`src/logic/lcs_regs.svh`:
```
/*
 * Register map, field positions, reset values and timing figures of the
 * light conversion control and status block.
 * Assumes a 50 MHz clock and 32-bit AXI4-Lite data.
 */
`ifndef LCS_REGS_SVH
`define LCS_REGS_SVH

`define CFG_OFS       8'h00
`define HLIM_OFS      8'h04
`define RES_OFS       8'h08
`define ISTAT_OFS     8'h0C
`define IMASK_OFS     8'h10

`define CFG_RESET     16'hC810
`define HLIM_RESET    16'hBFFF

`define F_RANGE_LO    12
`define F_CT          11
`define F_MODE_LO     9
`define F_LATCH       4
`define F_POL         3
`define F_ME          2
`define F_FC_LO       0

`define RANGE_AUTO    4'hC
`define RANGE_MAX     4'hB
`define RANGE_MIN     4'h0
`define RANGE_LOSE1   4'h5
`define MODE_SHUT     2'h0
`define MODE_SINGLE   2'h1

`define IRQ_DONE      0
`define IRQ_OVF       1
`define IRQ_ABOVE     2

`define RESP_OKAY     2'h0
`define RESP_SLVERR   2'h2

`define CLK_HZ        50000000
`define SHORT_MS      100
`define LONG_MS       800
`define MS_TO_CYC(ms) ((ms) * (`CLK_HZ / 1000))

`endif

```
`src/logic/lcs_pkg.sv`:
```
/*
 * Types shared by the light conversion control and status block.
 * Assumes nothing beyond a SystemVerilog compiler.
 */
package lcs_pkg;
    typedef enum logic {CV_IDLE, CV_INTEG} conv_state_e;
    typedef logic [3:0] range_t;
    typedef logic [1:0] mode_t;
endpackage

```
`src/logic/integ_timer.sv`:
```
/*
 * Integration timer: counts one integration period, can be aborted.
 * Assumes start and abort are one-cycle pulses on clk.
 */
`timescale 1ns/1ps
`default_nettype none
module integ_timer #(
    parameter int W = 26
) (
    input  wire logic         clk,    // system clock
    input  wire logic         resetn, // async reset, active low
    input  wire logic         start,  // begin a period
    input  wire logic         abort,  // drop the running period
    input  wire logic [W-1:0] len,    // period in cycles
    output logic              busy,   // period running
    output logic              done    // period ended, one cycle
);
    typedef struct packed {
        logic [W-1:0] cnt;
        logic         busy;
        logic         done;
    } tmr_s;

    tmr_s s_ff, nxt_s;

    always_comb begin
        nxt_s = s_ff;
        nxt_s.done = 1'b0;
        if (abort) begin
            nxt_s.busy = 1'b0;
        end else if (start) begin
            nxt_s.busy = 1'b1;
            nxt_s.cnt  = len - W'(1);
        end else if (s_ff.busy) begin
            if (s_ff.cnt == '0) begin
                nxt_s.busy = 1'b0;
                nxt_s.done = 1'b1;
            end else begin
                nxt_s.cnt = s_ff.cnt - W'(1);
            end
        end
    end

    always_ff @(posedge clk or negedge resetn) begin
        if (!resetn) begin
            s_ff <= '0;
        end else begin
            s_ff <= nxt_s;
        end
    end

    assign busy = s_ff.busy;
    assign done = s_ff.done;
endmodule
`default_nettype wire

```
`src/logic/fault_streak.sv`:
```
/*
 * Consecutive fault counter: pulses hit when enough results in a row exceed.
 * Assumes sample is a one-cycle pulse per finished measurement.
 */
`timescale 1ns/1ps
`default_nettype none
module fault_streak (
    input  wire logic       clk,    // system clock
    input  wire logic       resetn, // async reset, active low
    input  wire logic       clear,  // restart the streak
    input  wire logic       sample, // a measurement finished
    input  wire logic       exceed, // that measurement was a fault
    input  wire logic [3:0] need,   // faults in a row required
    output logic            hit     // streak reached, one cycle
);
    typedef struct packed {
        logic [3:0] cnt;
        logic       hit;
    } streak_s;

    streak_s s_ff, nxt_s;

    always_comb begin
        nxt_s = s_ff;
        nxt_s.hit = 1'b0;
        if (clear) begin
            nxt_s.cnt = '0;
        end else if (sample && !exceed) begin
            nxt_s.cnt = '0;
        end else if (sample) begin
            if (s_ff.cnt + 4'h1 >= need) begin
                nxt_s.hit = 1'b1;
                nxt_s.cnt = need;
            end else begin
                nxt_s.cnt = s_ff.cnt + 4'h1;
            end
        end
    end

    always_ff @(posedge clk or negedge resetn) begin
        if (!resetn) begin
            s_ff <= '0;
        end else begin
            s_ff <= nxt_s;
        end
    end

    assign hit = s_ff.hit;
endmodule
`default_nettype wire

```
`src/logic/light_conv_ctrl.sv`:
```
/*
 * Conversion control and status of an ambient light sensor, reached over
 * AXI4-Lite: integration length, operating mode, automatic range stepping,
 * overrange / done / above-limit flags and a masked interrupt.
 * Assumes the converter front end integrates while integrating is high and
 * presents its code and an overload level when integrating falls.
 */
// Function
// (RULE1) integration select: 0 is 100 ms, 1 is 800 ms
// (RULE2) short integration drops low result bits
// (RULE3) result format unchanged by integration length
// (RULE4) mode 00 shutdown, 01 single, 1x continuous
// (RULE5) single shot returns mode to shutdown
// (RULE6) shutdown keeps flags and interrupt
// (RULE7) overrange reflects each measurement's overflow
// (RULE8) manual range flags transient overloads
// (RULE9) auto range flags overrange only at top
// (RULE10) auto range aborts, steps up, retries
// (RULE11) overrange updated after retries finish
// (RULE12) done flag set at conversion end
// (RULE13) config access clears done, except shutdown write
// (RULE14) above flag after enough faults over limit
// (RULE15) config write aborts, maybe restarts conversion
// (RULE16) range code 1100 selects automatic range
// (RULE17) fault count codes need 1,2,4,8
`timescale 1ns/1ps
`default_nettype none
`include "lcs_regs.svh"
module light_conv_ctrl #(
    parameter int SHORT_CYCLES = `MS_TO_CYC(`SHORT_MS),
    parameter int LONG_CYCLES  = `MS_TO_CYC(`LONG_MS),
    parameter int TW           = 26
) (
    input  wire logic          clk,           // 50 MHz clock
    input  wire logic          resetn,        // async reset, active low
    input  wire logic [7:0]    awaddr,        // write address
    input  wire logic          awvalid,       // write address valid
    output logic               awready,       // write address ready
    input  wire logic [31:0]   wdata,         // write data
    input  wire logic [3:0]    wstrb,         // write byte strobes
    input  wire logic          wvalid,        // write data valid
    output logic               wready,        // write data ready
    output logic [1:0]         bresp,         // write response
    output logic               bvalid,        // write response valid
    input  wire logic          bready,        // write response ready
    input  wire logic [7:0]    araddr,        // read address
    input  wire logic          arvalid,       // read address valid
    output logic               arready,       // read address ready
    output logic [31:0]        rdata,         // read data
    output logic [1:0]         rresp,         // read response
    output logic               rvalid,        // read data valid
    input  wire logic          rready,        // read data ready
    output logic               integrating,   // front end integrating
    output logic               integ_reset,   // clear integrator, pulse
    output lcs_pkg::range_t    conv_range,    // range in use
    input  wire logic [11:0]   adc_code,      // converted code
    input  wire logic          adc_overload,  // overload seen in period
    output logic               irq            // level interrupt
);
    import lcs_pkg::*;

    typedef struct packed {
        logic        aw_got;
        logic [7:0]  aw_addr;
        logic        w_got;
        logic [31:0] w_data;
        logic [3:0]  w_strb;
        logic        bvalid;
        logic [1:0]  bresp;
        logic        rvalid;
        logic [31:0] rdata;
        logic [1:0]  rresp;
        range_t      range_sel;
        logic        ct;
        mode_t       mode;
        logic        ovf;
        logic        done;
        logic        above;
        logic        latch;
        logic        pol;
        logic        me;
        logic [1:0]  fc;
        logic [15:0] hlim;
        logic [15:0] result;
        logic [2:0]  istat;
        logic [2:0]  imask;
        conv_state_e cstate;
        range_t      cur_range;
        logic        start;
        logic        abort;
    } ctrl_s;

    ctrl_s s_ff, nxt_s;

    function automatic logic [15:0] merge(input logic [15:0] old,
                                          input logic [31:0] d,
                                          input logic [3:0]  st);
        merge = {st[1] ? d[15:8] : old[15:8], st[0] ? d[7:0] : old[7:0]};
    endfunction

    function automatic logic mapped(input logic [7:0] a);
        mapped = (a == `CFG_OFS) || (a == `HLIM_OFS) || (a == `RES_OFS)
              || (a == `ISTAT_OFS) || (a == `IMASK_OFS);
    endfunction

    // bits of lost resolution at short integration
    function automatic logic [11:0] res_mask(input range_t r, input logic ct);
        logic [1:0] lost;
        lost = 2'h0;
        if (!ct && r == `RANGE_LOSE1) begin
            lost = 2'h1;
        end else if (!ct && r < `RANGE_LOSE1 && r != `RANGE_MIN) begin
            lost = 2'h2;
        end else if (!ct && r == `RANGE_MIN) begin
            lost = 2'h3;
        end
        res_mask = 12'hFFF << lost;
    endfunction

    function automatic logic [26:0] to_lux(input logic [15:0] v);
        to_lux = 27'(v[11:0]) << v[15:12];
    endfunction

    logic        aw_hs, w_hs, ar_hs, wr_go, wr_cfg;
    logic        auto_rng, tmr_busy, tmr_done, finish, retry, hit, exceed;
    logic [7:0]  ra, wa;
    logic [11:0] code_m;
    logic [15:0] cfg_word, new_cfg;
    logic [TW-1:0] tmr_len;

    assign awready = !s_ff.aw_got && !s_ff.bvalid;
    assign wready  = !s_ff.w_got && !s_ff.bvalid;
    assign arready = !s_ff.rvalid;
    assign aw_hs   = awvalid && awready;
    assign w_hs    = wvalid && wready;
    assign ar_hs   = arvalid && arready;
    assign ra      = {araddr[7:2], 2'b00};
    assign wa      = {s_ff.aw_addr[7:2], 2'b00};
    assign wr_go   = s_ff.aw_got && s_ff.w_got && !s_ff.bvalid;
    assign wr_cfg  = wr_go && wa == `CFG_OFS;
    assign new_cfg = merge(cfg_word, s_ff.w_data, s_ff.w_strb);

    assign cfg_word = {s_ff.range_sel, s_ff.ct, s_ff.mode, s_ff.ovf, s_ff.done,
                       s_ff.above, 1'b0, s_ff.latch, s_ff.pol, s_ff.me, s_ff.fc};

    assign auto_rng = s_ff.range_sel == `RANGE_AUTO; // [RULE16]
    assign tmr_len  = s_ff.ct ? TW'(LONG_CYCLES) : TW'(SHORT_CYCLES); // [RULE1]
    // resolution loss keeps the same word format and weight
    assign code_m   = adc_code & res_mask(s_ff.cur_range, s_ff.ct); // [RULE2] [RULE3]
    assign exceed   = to_lux({s_ff.cur_range, code_m}) > to_lux(s_ff.hlim); // [RULE14]
    // overflow below top range in auto mode means step up and retry
    // a done pulse in the cycle after a config write belongs to the dropped period
    assign retry    = s_ff.cstate == CV_INTEG && tmr_done && auto_rng && adc_overload
                      && s_ff.cur_range < `RANGE_MAX && !s_ff.abort; // [RULE10]
    assign finish   = s_ff.cstate == CV_INTEG && tmr_done && !retry && !s_ff.abort;

    integ_timer #(.W(TW)) u_timer (
        .clk    (clk),
        .resetn (resetn),
        .start  (s_ff.start),
        .abort  (s_ff.abort),
        .len    (tmr_len),
        .busy   (tmr_busy),
        .done   (tmr_done)
    );

    fault_streak u_streak (
        .clk    (clk),
        .resetn (resetn),
        .clear  (wr_cfg),
        .sample (finish),
        .exceed (exceed),
        .need   (4'h1 << s_ff.fc), // [RULE17]
        .hit    (hit)
    );

    always_comb begin
        nxt_s = s_ff;
        nxt_s.start = 1'b0;
        nxt_s.abort = 1'b0;
        if (aw_hs) begin
            nxt_s.aw_got  = 1'b1;
            nxt_s.aw_addr = awaddr;
        end
        if (w_hs) begin
            nxt_s.w_got  = 1'b1;
            nxt_s.w_data = wdata;
            nxt_s.w_strb = wstrb;
        end
        if (s_ff.bvalid && bready) begin
            nxt_s.bvalid = 1'b0;
        end
        if (s_ff.rvalid && rready) begin
            nxt_s.rvalid = 1'b0;
        end
        if (ar_hs) begin
            nxt_s.rvalid = 1'b1;
            nxt_s.rresp  = mapped(ra) ? `RESP_OKAY : `RESP_SLVERR;
            nxt_s.rdata  = '0;
            unique case (ra)
                `CFG_OFS: begin
                    nxt_s.rdata = {16'h0000, cfg_word};
                    nxt_s.done  = 1'b0; // [RULE13]
                    if (s_ff.latch) begin
                        nxt_s.above = 1'b0;
                    end
                end
                `HLIM_OFS:  nxt_s.rdata = {16'h0000, s_ff.hlim};
                `RES_OFS:   nxt_s.rdata = {16'h0000, s_ff.result};
                `ISTAT_OFS: nxt_s.rdata = {29'h0, s_ff.istat};
                `IMASK_OFS: nxt_s.rdata = {29'h0, s_ff.imask};
                default:    nxt_s.rdata = '0;
            endcase
        end
        if (wr_go) begin
            nxt_s.aw_got = 1'b0;
            nxt_s.w_got  = 1'b0;
            nxt_s.bvalid = 1'b1;
            nxt_s.bresp  = mapped(wa) ? `RESP_OKAY : `RESP_SLVERR;
            if (wa == `HLIM_OFS) begin
                nxt_s.hlim = merge(s_ff.hlim, s_ff.w_data, s_ff.w_strb);
            end
            if (wa == `IMASK_OFS && s_ff.w_strb[0]) begin
                nxt_s.imask = s_ff.w_data[2:0];
            end
            if (wa == `ISTAT_OFS && s_ff.w_strb[0]) begin
                nxt_s.istat = s_ff.istat & ~s_ff.w_data[2:0];
            end
            if (wr_cfg && new_cfg[`F_MODE_LO+:2] != `MODE_SHUT) begin
                nxt_s.done = 1'b0; // [RULE13]
            end
        end
        if (retry) begin
            // overrange stays as it was until the retries settle
            nxt_s.start     = 1'b1; // [RULE11]
            nxt_s.cur_range = s_ff.cur_range + 4'h1; // [RULE10]
        end
        if (finish) begin
            nxt_s.ovf    = adc_overload; // [RULE7] [RULE8] [RULE9]
            nxt_s.result = {(s_ff.me && !auto_rng) ? 4'h0 : s_ff.cur_range, code_m};
            nxt_s.done   = 1'b1; // [RULE12]
            nxt_s.istat[`IRQ_DONE] = 1'b1;
            if (adc_overload) begin
                nxt_s.istat[`IRQ_OVF] = 1'b1;
            end
            if (!exceed && !s_ff.latch) begin
                nxt_s.above = 1'b0;
            end
            if (s_ff.mode == `MODE_SINGLE) begin
                nxt_s.mode   = `MODE_SHUT; // [RULE5]
                nxt_s.cstate = CV_IDLE;
            end else begin
                nxt_s.start     = 1'b1; // [RULE4]
                nxt_s.cur_range = auto_rng ? `RANGE_MIN : s_ff.range_sel;
            end
        end
        if (hit) begin
            nxt_s.above = 1'b1; // [RULE14]
            nxt_s.istat[`IRQ_ABOVE] = 1'b1;
        end
        if (s_ff.abort && s_ff.cstate == CV_INTEG) begin
            // timer drops the old period first, the new one starts a cycle later
            nxt_s.start = 1'b1; // [RULE15]
        end
        if (wr_cfg) begin
            // a shutdown write leaves every flag as it stands
            nxt_s.range_sel = new_cfg[`F_RANGE_LO+:4]; // [RULE6]
            nxt_s.ct        = new_cfg[`F_CT];
            nxt_s.mode      = new_cfg[`F_MODE_LO+:2];
            nxt_s.latch     = new_cfg[`F_LATCH];
            nxt_s.pol       = new_cfg[`F_POL];
            nxt_s.me        = new_cfg[`F_ME];
            nxt_s.fc        = new_cfg[`F_FC_LO+:2];
            nxt_s.abort     = 1'b1; // [RULE15]
            nxt_s.start     = 1'b0;
            nxt_s.cstate    = CV_IDLE;
            if (new_cfg[`F_MODE_LO+:2] != `MODE_SHUT) begin
                nxt_s.cstate    = CV_INTEG;
                nxt_s.cur_range = new_cfg[`F_RANGE_LO+:4] == `RANGE_AUTO ?
                                  `RANGE_MIN : new_cfg[`F_RANGE_LO+:4];
            end
        end
    end

    always_ff @(posedge clk or negedge resetn) begin
        if (!resetn) begin
            s_ff           <= '0;
            s_ff.range_sel <= 4'(`CFG_RESET >> `F_RANGE_LO);
            s_ff.ct        <= 1'(`CFG_RESET >> `F_CT);
            s_ff.latch     <= 1'(`CFG_RESET >> `F_LATCH);
            s_ff.hlim      <= `HLIM_RESET;
            s_ff.cstate    <= CV_IDLE;
        end else begin
            s_ff <= nxt_s;
        end
    end

    assign bvalid      = s_ff.bvalid;
    assign bresp       = s_ff.bresp;
    assign rvalid      = s_ff.rvalid;
    assign rdata       = s_ff.rdata;
    assign rresp       = s_ff.rresp;
    assign integrating = tmr_busy;
    assign integ_reset = s_ff.start;
    assign conv_range  = s_ff.cur_range;
    assign irq         = |(s_ff.istat & s_ff.imask); // [RULE6]
endmodule
`default_nettype wire

```
`config.mk`:
```
export PLATFORM = sky130hd
export DESIGN_NAME = light_conv_ctrl
export DESIGN_NICKNAME = d
export VERILOG_FILES = /design/src/logic/lcs_pkg.sv /design/src/logic/integ_timer.sv /design/src/logic/fault_streak.sv /design/src/logic/light_conv_ctrl.sv
export VERILOG_INCLUDE_DIRS = /design/src /design/src/logic
export SDC_FILE = /design/constraint.sdc
export NUM_CORES = 1
export LEC_CHECK = 0
export BUFFER_PORTS_ARGS = -buffer_cell sky130_fd_sc_hd__buf_2
export CAP_MARGIN = 40
export CORE_MARGIN = 1
export CORE_UTILIZATION = 43
export DETAILED_ROUTE_END_ITERATION = 10
export SLEW_MARGIN = 5
export SYNTH_ARGS = -nofsm -noshare
export SYNTH_HDL_FRONTEND = slang
export SYNTH_SLANG_ARGS = --single-unit
```
`constraint.sdc`:
```
create_clock -name clk -period 4.5 [get_ports clk]
set_clock_uncertainty 0.1 [all_clocks]
set_input_delay 0.45 -clock clk [delete_from_list [all_inputs] [get_ports clk]]
set_output_delay 0.45 -clock clk [all_outputs]
set_load 0.01 [all_outputs]
```
After elaboration in Yosys (flattened, before gate mapping):

Index checks and enable logic that the tools add are counted.

* add/sub/neg operators: 4
* $lt $le $gt $ge: 4
* equality and inequality tests: 13
* shift-type cells: 4
* mux-type cells: 56
* bitwise operators: 5
* reductions and logical operators: 74

Operators with widths (number)
* one-hot mux 16 bit (5 select lines): 1
* left shift 12 x 4 -> 27 bit: 2
* two-way mux 26 bit: 2
* subtractor 26 x 1 -> 26 bit (second input constant): 2
* two-way mux 37 bit: 1
* two-way mux 35 bit: 1
* logical AND 1 bit: 28
* two-way mux 28 bit: 1
* greater-than comparator 27 bit: 1
* two-way mux 27 bit: 1
* logical NOT 26 bit: 1
* two-way mux 5 bit: 5
* equality test 6 x 2 -> 1 bit (second input constant): 4
* two-way mux 4 bit: 6
* nonzero test 2 bit: 12
* two-way mux 2 bit: 11
* two-way mux 1 bit: 19
* logical NOT 8 bit: 2
* bitwise AND 12 bit: 1
* equality test 6 x 1 -> 1 bit (second input constant): 2
* equality test 6 x 3 -> 1 bit (second input constant): 2
* two-way mux 6 bit: 2
* AND reduction 2 bit: 6
* left shift 12 x 2 -> 12 bit (first input constant): 1
* other kinds (23): 46

* register bits: 177
* input bits: 72
* output and inout port bits: 48
* logic and storage cells: 196

Longest topological paths before layout:

Gate-level depths: netlist of run 1.

* word-level depth: 14
* depth in mapped cells: 15
* depth with buffers taken out: 13

Modules after synthesis:

A second synthesis of run 1 with hierarchy kept.

* cell total of the unflattened synthesis: 1037
* area total of the unflattened synthesis: 9575.4 sq um

By module, submodules not included
* light_conv_ctrl: instances 1, cells each 718, area each 6914.1 sq um, sequential area each 2676.3 sq um
* integ_timer: instances 1, cells each 281, area each 2254.7 sq um, sequential area each 700.7 sq um
* fault_streak: instances 1, cells each 38, area each 406.6 sq um, sequential area each 125.1 sq um

Least setup slack after synthesis of run 1:

Ideal clock, no wire load.

* kind: reg2reg
* start: register s_ff (netlist bit conv_range[0])
* end: register s_ff (netlist bit cfg_word[6])
* setup time: 0.148 ns
* data arrival time: 4.133 ns
* data required time: 4.252 ns
* slack: 0.119 ns
* stages on the path, launching flop included: 16
* path buffers: 2
* period minus slack after synthesis: 4.381 ns
* cell sequence: dfrtp_1 -> clkbuf_1 -> inv_1 -> clkbuf_1 -> ha_1 -> or4b_2 -> a31oi_1 -> and2_1 -> nor3_1 -> o31a_1 -> ha_1 -> a211oi_1 -> nor2_1 -> a2111o_1 -> a2111oi_2 -> o21ai_0

RTL lines
* start: declaration: line light_conv_ctrl.sv:93 `ctrl_s s_ff, nxt_s;`
* start signal: assignment: line light_conv_ctrl.sv:294 `s_ff <= nxt_s;`

Worst setup path after layout of run 1:

* start: register s_ff (netlist bit conv_range[1])
* end: register u_streak.s_ff[4] (netlist name)

* longest elaborated chain between the ends: 13
* elaborated cells on any way between the ends: 26
* those cells by class: order compare (3); eq/ne (1); shift (2); mux (5); bitwise (1); reduce/logical (14)

Ends and longest elaborated chain
* < comparator 4 x 3 -> 1 bit (no source line) / logical NOT 4 bit (equally long branches)
* logical AND 1 bit (no source line)
* logical AND 1 bit (no source line) / two-way mux 2 bit (equally long branches)
* two-way mux 2 bit: line light_conv_ctrl.sv:112 `` end else if (!ct && r < `RANGE_LOSE1 && r != `RANGE_MIN) begin ``
* two-way mux 2 bit: line light_conv_ctrl.sv:110 `` if (!ct && r == `RANGE_LOSE1) begin ``
* left shift 12 x 2 -> 12 bit: line light_conv_ctrl.sv:117 `res_mask = 12'hFFF << lost;`
* bitwise AND 12 bit: line light_conv_ctrl.sv:149 `assign code_m = adc_code & res_mask(s_ff.cur_range, s_ff.ct);`
* left shift 12 x 4 -> 27 bit: line light_conv_ctrl.sv:121 `to_lux = 27'(v[11:0]) << v[15:12];`
* greater-than comparator 27 bit: line light_conv_ctrl.sv:150 `assign exceed = to_lux({s_ff.cur_range, code_m}) > to_lux(s_ff.hlim);`
* logical NOT 1 bit: line fault_streak.sv:28 `end else if (sample && !exceed) begin`
* logical AND 1 bit: line fault_streak.sv:28
* two-way mux 4 bit: line fault_streak.sv:28
* two-way mux 4 bit: line fault_streak.sv:26 `if (clear) begin`
* end signal: assignment: line fault_streak.sv:44 `s_ff <= nxt_s;`
* end: declaration: line fault_streak.sv:21 `streak_s s_ff, nxt_s;`

Several ways; a longest one is shown, not always the timed one.
A chain may end at the register's enable or synchronous reset.

==> impl_metrics.yaml, run 1 <==
status:
  outcome: "finished, final reports clean"
final_layout:
  antenna_cells: 0
  nNetsFinal: 1084
  area_growth_pct: 11.4
  drive_above_1_share_pct: 23.7
  fillers: 1946
  seq_area_um2: 3500
  stdcell_count: 1254
  multi_input_comb_area_um2: 4800
worst_setup_path:
  cp-end-kind: "register"
  cp_cell_sequence: "clkinv_1 > ha_1 > nor3b_1 > o31ai_1 > mux2_2 > mux4_2 > o21ai_0 > ha_1 > nand4_1 > nor4_1 > a2111oi_2 > buf_4 > o41ai_1"
  cp_slowest_cell: "mux4_2"
  worstPathMaxFanout: 9
  cp_num_buf_inv: 2
  path_class: "register to register"
  cp.required_ns: 4.71
  arrival_ns: 4.31
  cp_slowest_stage_delay_ns: 0.51
  cpMostUsedCell: "ha_1"
  critical_path.top_delay_family: "compound AO/OA/AOI/OAI gates"
  critPathLaunchType: "register"
timing:
  period_needed_ns: 4.10
  timing_hold_violations_final: 0
  fin_hold_ws_ns: 0.114
  tightest_slew_ns: 0.853
  rsz0062_at_grt: "no"
  clock.fmax_mhz: 244
  setup_viol: 0
  slew_headroom_pct: 43.1
  finalCritPeriodShare_pct: 91.1
  tns_ns: 0
  final_max_slew_viol_count: 0
floorplanning:
  num_io_pins: 120
  core_um2: 19800
  initial_core_util_pct: 44.5
  die_h_um: 145
  rows: 51
  die_w_um: 145
  fp.dieArea_um2: 21100
cts:
  cts_buffers: 17
  cts_setup_buffers: 0
  cts_tree: "built"
  clkSinkCount: 139
  htreeDepth: 4
  cts_buffer_depth: 2
  root_buffer: "clkbuf_16"
  clock_latency_ns: 0.43
  path_clk_slew_ns: 0.06
detailed_routing:
  wirelength_um: 22300
  drc: 0
  vias: 7148
  drtPass1Iterations: 6
  wire_per_inst_um: 17.8
  ant_nets: 0
  drt-vias-per-instance: 5.70
  drt_iter0_markers: 686
worst_hold_path:
  hold_path_class: "input pin to register"
synth:
  async_flop_share_pct: 100
  synth.largest_area_cell: "dfrtp_1"
  syn_area_per_cell_um2: 9.46
  netlist-cell-type-count: 79
  ys_top_cells_by_count: "nand2_1, dfrtp_1, mux2_2, nor2_1, o21ai_0"
  synth_top_cells_by_area: "dfrtp_1, mux2_2, dfstp_2"
  netlist_area_um2: 8810
  post-synth-top-count-cell: "nand2_1"
  synth_flop_cell: "dfrtp_1"
  synth_edf_count: 0
  ys.warnings.count: 0
  synth-seq-area-share_pct: 39.8
  syn_inst: 931
  synth_top_area_share_pct: 34.1
  synth-seq-cells: 139
job:
  max-cap-violations: 0
global_route:
  antenna_found_initial: 0
  grt_pass1_vias: 6443
  grt_pass1_wl_um: 35900
  track_usage_pct: 21.7
  grt.overflow.total: 0
  grt_max_degree: 63
power_and_ir_drop:
  p_leak_nw: 4.28
  power_density_nw_per_um2: 590
  vdd_ir_drop_max_uv: 467
  p_total_w: 0.00579
placement:
  place_congestion: 0.836
  dp.cells: 1221
  portBuffers: 79
  hpwlAfterDp_um: 16800
-- where the power goes --
| part | leakage, nW | total [W] | internal (W) | switching, W |
|---|---|---|---|---|
| Clock | 0.256 | 0.00133 | 0.000762 | 0.000565 |
| Sequential | 1.70 | 0.00211 | 0.00161 | 0.000492 |
| Combinational | 2.32 | 0.00235 | 0.00107 | 0.00128 |
| Total | 4.28 | 0.00579 | 0.00345 | 0.00234 |
-- metrics by stage --
| stage | instance area [µm²] | setup WS, ns | utilization [%] |
|---|---|---|---|
| 6_report | 9810 | 0.399 | 49.6 |
| 3_5_place_dp | 9250 | 0.431 | 46.8 |
| 5_1_grt | 9810 | 0.0373 | 49.6 |
| 4_1_cts | 9810 | 0.391 | 49.6 |
| 2_1_floorplan | 8870 | 0.119 | - |
| 3_3_place_gp | 9220 | 0.464 | 46.6 |
-- per-layer routing --
| layer | global-route usage [%] | wire [µm] | up-vias |
|---|---|---|---|
| li1 | - | - | 3466 |
| met1 | 34.3 | 11400 | 3420 |
| met2 | 29.8 | 9200 | 245 |
| met3 | 3.87 | 1500 | 17 |
| met4 | 5.68 | 199 | 0 |
| met5 | 0 | 0 | - |
-- registers in the layout (all words and copies together), names as in the netlist --
signal / flops
s_ff: 66
u_timer.s_ff: 26
rdata: 16
cfg_word: 15
conv_range: 4
u_streak.s_ff: 4
bresp: 1
bvalid: 1
integ_reset: 1
rresp: 1
rvalid: 1
u_streak.hit: 1
u_timer.busy: 1
u_timer.done: 1
-- path summary, 6_finish.rpt --
path / from / to / slack (ns) / cells past startpoint
worst max-delay path: conv_range[1] / u_streak.s_ff[4] / 0.40 / 13
worst min-delay path: rready / rvalid / 0.11 / 2
worst max register to register: conv_range[1] / u_streak.s_ff[4] / 0.40 / 13
worst min register to register: rdata[2] / rdata[2] / 0.37 / 2
max in group asynchronous: resetn / s_ff[142] / 3.09 / 3
min in group asynchronous: resetn / u_timer.s_ff[5] / 0.42 / 2
-- cell usage in the layout, fill, tap and decap left out, types with 18 or more instances in the layout --
master and n:
a21oi_1 39, a31oi_1 19, buf_2 78, conb_1 18, dfrtp_1 120, dfstp_2 19
ha_1 36, inv_1 20, mux2_2 70, mux2i_1 34, nand2_1 122, nand3_1 25
nor2_1 57, o21ai_0 56
-- timing repair --
item                      4_1_cts  5_1_grt
gates resized for setup         0        0
hold buffers                    1        0
hold endpoints to repair       47        0
-- logic make-up (layout without fill, tap and decap cells) --
logic type,count (synthesis),count (layout),share of synthesized area (%)
adders and majority gates,36,36,5.11
DFF,139,139,39.8
other,1,18,0.0426
xor gates and xnor gates,3,3,0.298
and+or+nand+nor,315,315,17.6
muxes,107,107,13.5
AOI/OAI and AO/OA,221,221,17.1
buffers and inverters,109,150,6.59
-- layout make-up --
type	instances	area share (%)
clock buffer	19	4.41
clock inverter	13	1.24
inverter	23	0.880
multi-input combinational	700	48.9
sequential	139	35.7
tap	265	3.38
timing repair buffer	95	5.55
Power figures use the tool's default switching activity.
==> inputs of run 2 (changes only) <==
--- a/config.mk
+++ b/config.mk
@@ -6,6 +6,7 @@
 export SDC_FILE = /design/constraint.sdc
 export NUM_CORES = 1
 export LEC_CHECK = 0
+export ABC_AREA = 1
 export BUFFER_PORTS_ARGS = -buffer_cell sky130_fd_sc_hd__buf_2
 export CAP_MARGIN = 40
 export CORE_MARGIN = 1
==> constraint.sdc (replaced) <==
create_clock -name clk -period 4 [get_ports clk]
set_clock_uncertainty 0.1 [all_clocks]
set_input_delay 0.4 -clock clk [delete_from_list [all_inputs] [get_ports clk]]
set_output_delay 0.4 -clock clk [all_outputs]
set_load 0.01 [all_outputs]
==> impl_metrics.yaml, run 2 <==
status:
  outcome: "finished, final reports clean"
cts:
  root_buffer: "clkbuf_16"
  path_clk_slew_ns: 0.07
  clkSinkCount: 139
  cts_setup_buffers: 0
  cts_buffer_depth: 2
  htreeDepth: 4
  clock_latency_ns: 0.42
  cts_buffers: 17
  cts_tree: "built"
floorplanning:
  rows: 53
  core_um2: 21000
  die_h_um: 148
  fp.dieArea_um2: 21900
  initial_core_util_pct: 43.7
  num_io_pins: 120
  die_w_um: 148
synth:
  synth_top_area_share_pct: 32.8
  synth.largest_area_cell: "dfrtp_1"
  synth-seq-cells: 139
  ys_top_cells_by_count: "nand2_1, o21ai_0, dfrtp_1, nor2_1, inv_1"
  syn_inst: 1253
  async_flop_share_pct: 100
  post-synth-top-count-cell: "nand2_1"
  syn_area_per_cell_um2: 7.31
  netlist_area_um2: 9160
  synth-seq-area-share_pct: 38.2
  synth_flop_cell: "dfrtp_1"
  netlist-cell-type-count: 52
  ys.warnings.count: 0
  synth_edf_count: 0
  synth_top_cells_by_area: "dfrtp_1, nand2_1, o21ai_0"
final_layout:
  layout_commonest_cell: "nand2_1"
  drive_above_1_share_pct: 15.7
  top_register: "s_ff"
  largest_reg_flops: 66
  final_cell_mix: "nand2_1, o21ai_0, nor2_1, dfrtp_1, inv_1"
  nNetsFinal: 1407
  final_area_um2: 10200
  fin_util_pct: 48.7
  fillers: 2109
  area_growth_pct: 11.4
  antenna_cells: 0
global_route:
  grt_max_degree: 49
  antenna_found_initial: 0
  grt.overflow.total: 0
  grt_pass1_vias: 7551
  track_usage_pct: 23.5
  grt_pass1_wl_um: 40000
detailed_routing:
  drc: 0
  drtPass1Iterations: 4
  drt_iter0_markers: 594
  wirelength_um: 24500
  ant_nets: 0
  wire_per_inst_um: 15.4
  drt-vias-per-instance: 5.12
  vias: 8124
worst_setup_path:
  cp_slowest_stage_delay_ns: 0.64
  cp_cell_sequence: "clkinv_1 > mux2i_1 > mux2i_1 > o21ai_0 > ha_1 > nand2_1 > nor2_1 > and2_1 > nand2_1 > nand3_1 > nand2_1 > nand2_1 > nand2_1 > nand2_1 > nand2_1 > nand2_1"
  arrival_ns: 3.61
  cpMostUsedCell: "nand2_1"
  path_class: "register to register"
  cp.required_ns: 4.22
  critPathLaunchType: "register"
  cp_slowest_cell: "dfstp_2"
  worstPathMaxFanout: 14
  cp-end-kind: "register"
timing:
  rsz0062_at_grt: "no"
  tns_ns: 0
  tightest_slew_ns: 0.706
  setup_viol: 0
  clock.fmax_mhz: 295
  slew_headroom_pct: 52.9
  final_max_slew_viol_count: 0
  finalCritPeriodShare_pct: 84.7
  worst_slack_ns: 0.613
  period_needed_ns: 3.39
  timing_hold_violations_final: 0
power_and_ir_drop:
  vdd_ir_drop_max_uv: 353
  power_density_nw_per_um2: 655
  p_leak_nw: 5.14
  p_total_w: 0.00668
placement:
  hpwlAfterDp_um: 18500
  place_congestion: 0.864
  portBuffers: 79
  place_ws_ns: 0.639
  placed_area_um2: 9600
worst_hold_path:
  hold_path_class: "input pin to register"
job:
  max-cap-violations: 0
-- run 2: changes by cell type in the layout (fill, tap and decap cells not counted), moves of 14 or more --
cell	change
nand2_1	+212
inv_1	+99
o21ai_0	+96
nor2_1	+63
mux2_2	-52
nand3_1	+31
mux2i_1	-24
a21oi_1	+18
a31oi_1	-14
-- run 2: cells by family after synthesis --
family                   share of synthesized area (%)
flip-flops                                        38.2
XOR/XNOR                                          1.05
other                                           0.0409
adder cells (fa/ha/maj)                           4.92
multiplexers                                      3.31
buffers and inverters                             10.6
AO/OA/AOI/OAI                                     14.4
AND/OR/NAND/NOR                                   27.4
-- run 2: what timing repair did --
action                    4_1_cts  5_1_grt
resized for setup               0        0
hold endpoints to repair       44        0
hold buffers                    1        0
-- run 2: routing by layer --
metal	share of wire (%)	GRT usage, %	up-vias
met5	0	0	-
met4	1.4	5.41	0
met3	6.3	4.91	21
met2	43	35.8	232
met1	49	34.0	3738
li1	-	-	4133
-- run 2: power breakdown --
group,switching [W],internal [W]
Clock,0.000685,0.000897
Sequential,0.000323,0.00174
Combinational,0.00192,0.00112
Total,0.00293,0.00375
-- run 2: path summary, 6_finish.rpt --
kind	cells past startpoint	slack, ns	startpoint	end
max reg2reg	16	0.61	s_ff[42]	cfg_word[6]
min reg2reg	2	0.38	rresp[1]	rresp[1]
min in group asynchronous	2	0.37	resetn	u_timer.s_ff[8]
max in group asynchronous	4	2.45	resetn	s_ff[30]
min	2	0.05	bready	bvalid
max	16	0.61	s_ff[42]	cfg_word[6]
-- run 2: critical path, delay by kind of cell, from the launching register on --
| family | cells | cell delay (ns) |
|---|---|---|
| AO/OA/AOI/OAI | 1 | 0.28 |
| adder cells (fa/ha/maj) | 1 | 0.30 |
| buffers and inverters | 1 | 0.40 |
| flip-flops | 1 | 0.64 |
| multiplexers | 2 | 0.55 |
| AND/OR/NAND/NOR | 11 | 0.99 |
-- run 2: final cells by class --
cell class	count	area [µm²]	area share (%)
Sequential cell	139	3500	34.3
Clock buffer	18	439	4.31
Tap cell	275	344	3.37
Multi-Input combinational cell	926	4750	46.6
Timing Repair Buffer	92	554	5.43
Clock inverter	14	145	1.42
Inverter	123	464	4.55
-- run 2: metrics by stage --
| step | std cells | hold slack (ns) |
|---|---|---|
| final | 1587 | 0.0458 |
| after global routing | 1587 | 0.0376 |
| after CTS | 1587 | 0.0388 |
| after detailed placement | 1554 | 0.266 |
| after global placement | 1550 | 0.361 |
| after floorplan | 1270 | 0.00441 |
==> inputs of run 3 (changes only) <==
==> constraint.sdc (replaced) <==
create_clock -name clk -period 2.9 [get_ports clk]
set_clock_uncertainty 0.1 [all_clocks]
set_input_delay 0.29 -clock clk [delete_from_list [all_inputs] [get_ports clk]]
set_output_delay 0.29 -clock clk [all_outputs]
set_load 0.01 [all_outputs]
==> impl_metrics.yaml, run 3 (same netlist as run 2, synthesis figures left out) <==
timing:
  tightest_slew_ns: 0.646
  rsz0062_at_grt: "yes"
  period_needed_ns: 3.01
  fin_hold_ws_ns: 0.00288
  tns_ns: -0.271
  finalCritPeriodShare_pct: 104
  slew_headroom_pct: 56.9
  worst_slack_ns: -0.110
  setup_viol: 6
  final_max_slew_viol_count: 0
  clock.fmax_mhz: 332
  timing_hold_violations_final: 0
global_route:
  grt_pass1_vias: 7827
  antenna_found_initial: 0
  grt_max_degree: 63
  grt_pass1_wl_um: 40800
  track_usage_pct: 24.0
  grt.overflow.total: 0
worst_setup_path:
  arrival_ns: 3.23
  cpMostUsedCell: "nand2_1"
  worstPathMaxFanout: 5
  cp-end-kind: "register"
  cp_slowest_stage_delay_ns: 0.43
  path_class: "register to register"
  critical_path.top_delay_family: "simple AND/OR/NAND/NOR gates"
  cp_cell_sequence: "inv_2 > ha_4 > inv_2 > nand2_2 > nand2_1 > nand4_1 > nor2_2 > nand2_1 > nand3_1 > nand2_2 > o21ai_2 > ha_1 > nand2_1 > inv_1 > nand2_1 > nand2_1 > nand2_1 > nand2_1 > a21oi_1 > nand2_1 > nand2_2 > nand2_2 > nand2_2 > nand2_1"
  cp.required_ns: 3.12
  worstReg2RegStart: "conv_range[0]"
  r2r_cells: 24
  r2r_slack_ns: -0.11
  cp_slowest_cell: "dfrtp_2"
  critPathLaunchType: "register"
  worstReg2RegEnd: "cfg_word[6]"
  cp_num_buf_inv: 3
final_layout:
  layout_commonest_cell: "nand2_1"
  area_growth_pct: 20.1
  top_register: "s_ff"
  final_cell_mix: "nand2_1, o21ai_0, dfrtp_1"
  drive_above_1_share_pct: 20.8
  nNetsFinal: 1482
  largest_reg_flops: 66
  fillers: 2041
  antenna_cells: 0
  fin_util_pct: 52.5
cts:
  clock_latency_ns: 0.43
  cts_tree: "built"
  htreeDepth: 4
  root_buffer: "clkbuf_16"
  cts_buffers: 17
  cts_buffer_depth: 2
  clkSinkCount: 139
  path_clk_slew_ns: 0.07
detailed_routing:
  wirelength_um: 25200
  wire_per_inst_um: 15.2
  drtPass1Iterations: 8
  drt-vias-per-instance: 5.13
  vias: 8525
  drt_iter0_markers: 542
  ant_nets: 0
  drc: 0
status:
  outcome: "finished, violations left"
  failed_checks: "negative setup slack"
power_and_ir_drop:
  power_density_nw_per_um2: 920
  p_leak_nw: 5.54
  p_total_w: 0.0101
  vdd_ir_drop_max_uv: 588
placement:
  place_congestion: 0.908
  hpwlAfterDp_um: 19100
  portBuffers: 79
floorplanning:
  fp.dieArea_um2: 21900
  die_w_um: 148
  num_io_pins: 120
  die_h_um: 148
  rows: 53
  initial_core_util_pct: 43.7
  core_um2: 21000
worst_hold_path:
  min_path_cells: 2
  min_from: "awaddr[2]"
  hold-path-endpoint: "s_ff[137]"
  hold_path_class: "input pin to register"
job:
  max-cap-violations: 0
[run 3: cell types whose count changed in the layout (fill, tap and decap cells not counted), moves of 4 or more]
| cell | previous run | this run |
|---|---|---|
| buf_4 | 9 | 65 |
| bufinv_16 | 1 | 6 |
| dlygate4sd3_1 | 1 | 18 |
| inv_6 | 7 | 3 |
| nand2_1 | 334 | 327 |
| nand2_2 | 5 | 12 |
| o21ai_0 | 152 | 135 |
| o21ai_1 | 7 | 21 |
[run 3: worst max-delay path by stage]
| stage | startpoint | cells after the start | end |
|---|---|---|---|
| 2_1_floorplan | conv_range[1] | 27 | cfg_word[6] |
| 3_3_place_gp | conv_range[0] | 24 | cfg_word[6] |
| 3_5_place_dp | conv_range[0] | 24 | cfg_word[6] |
| 4_1_cts | conv_range[0] | 24 | cfg_word[6] |
| 5_1_grt | conv_range[0] | 23 | cfg_word[6] |
| 6_report | conv_range[0] | 24 | cfg_word[6] |
[run 3: routing by layer]
| metal | vias up | wire length [µm] | GRT usage (%) | part of all wire [%] |
|---|---|---|---|---|
| met5 | - | 0 | 0 | 0 |
| met4 | 0 | 337 | 6.08 | 1.3 |
| met3 | 17 | 1260 | 3.58 | 5.0 |
| met2 | 238 | 11200 | 37.2 | 44 |
| met1 | 3988 | 12400 | 35.0 | 49 |
| li1 | 4282 | - | - | - |
[run 3: timing repair]
item / CTS / global route
hold endpoints to repair: 74 / 0
pin swaps: 18 / 15
resized for setup: 35 / 11
buffers inserted: 4 / 0
endpoints found under the setup margin: 6 / 6
hold buffers: 18 / 0
[run 3: worst register-to-register path, cell delays in order, from the launching register on]
cell and delay, ns:
dfrtp_2 0.43, inv_2 0.07, ha_4 0.17, inv_2 0.05
nand2_2 0.05, nand2_1 0.06, nand4_1 0.23, nor2_2 0.20
nand2_1 0.08, nand3_1 0.08, nand2_2 0.08, o21ai_2 0.17
ha_1 0.26, nand2_1 0.07, inv_1 0.05, nand2_1 0.05
nand2_1 0.05, nand2_1 0.05, nand2_1 0.05, a21oi_1 0.14
nand2_1 0.12, nand2_2 0.14, nand2_2 0.07, nand2_2 0.06
nand2_1 0.05
[run 3: area by class of cell]
| cell class | count | area (µm²) | share of cell area, % |
|---|---|---|---|
| multi-input cells | 926 | 4850 | 44.1 |
| inverters | 123 | 464 | 4.22 |
| flip-flops and latches | 139 | 3510 | 31.9 |
| repair buffers | 167 | 1150 | 10.4 |
| well taps | 275 | 344 | 3.13 |
| clock inverters | 15 | 260 | 2.37 |
| clock buffers | 17 | 425 | 3.87 |
[run 3: through the flow]
stage	instances	instance area (µm²)	setup WS, ns
after detailed placement	1608	9980	-0.374
after CTS	1662	11000	-0.0165
final	1662	11000	-0.110
after global routing	1662	11000	-0.337
after floorplan	1270	9230	0.00462
after global placement	1607	9960	-0.378
[run 3: power by group]
group | switching (W) | internal, W
sequential | 0.000397 | 0.00240
combinational | 0.00285 | 0.00191
clock | 0.000919 | 0.00164
total | 0.00417 | 0.00594
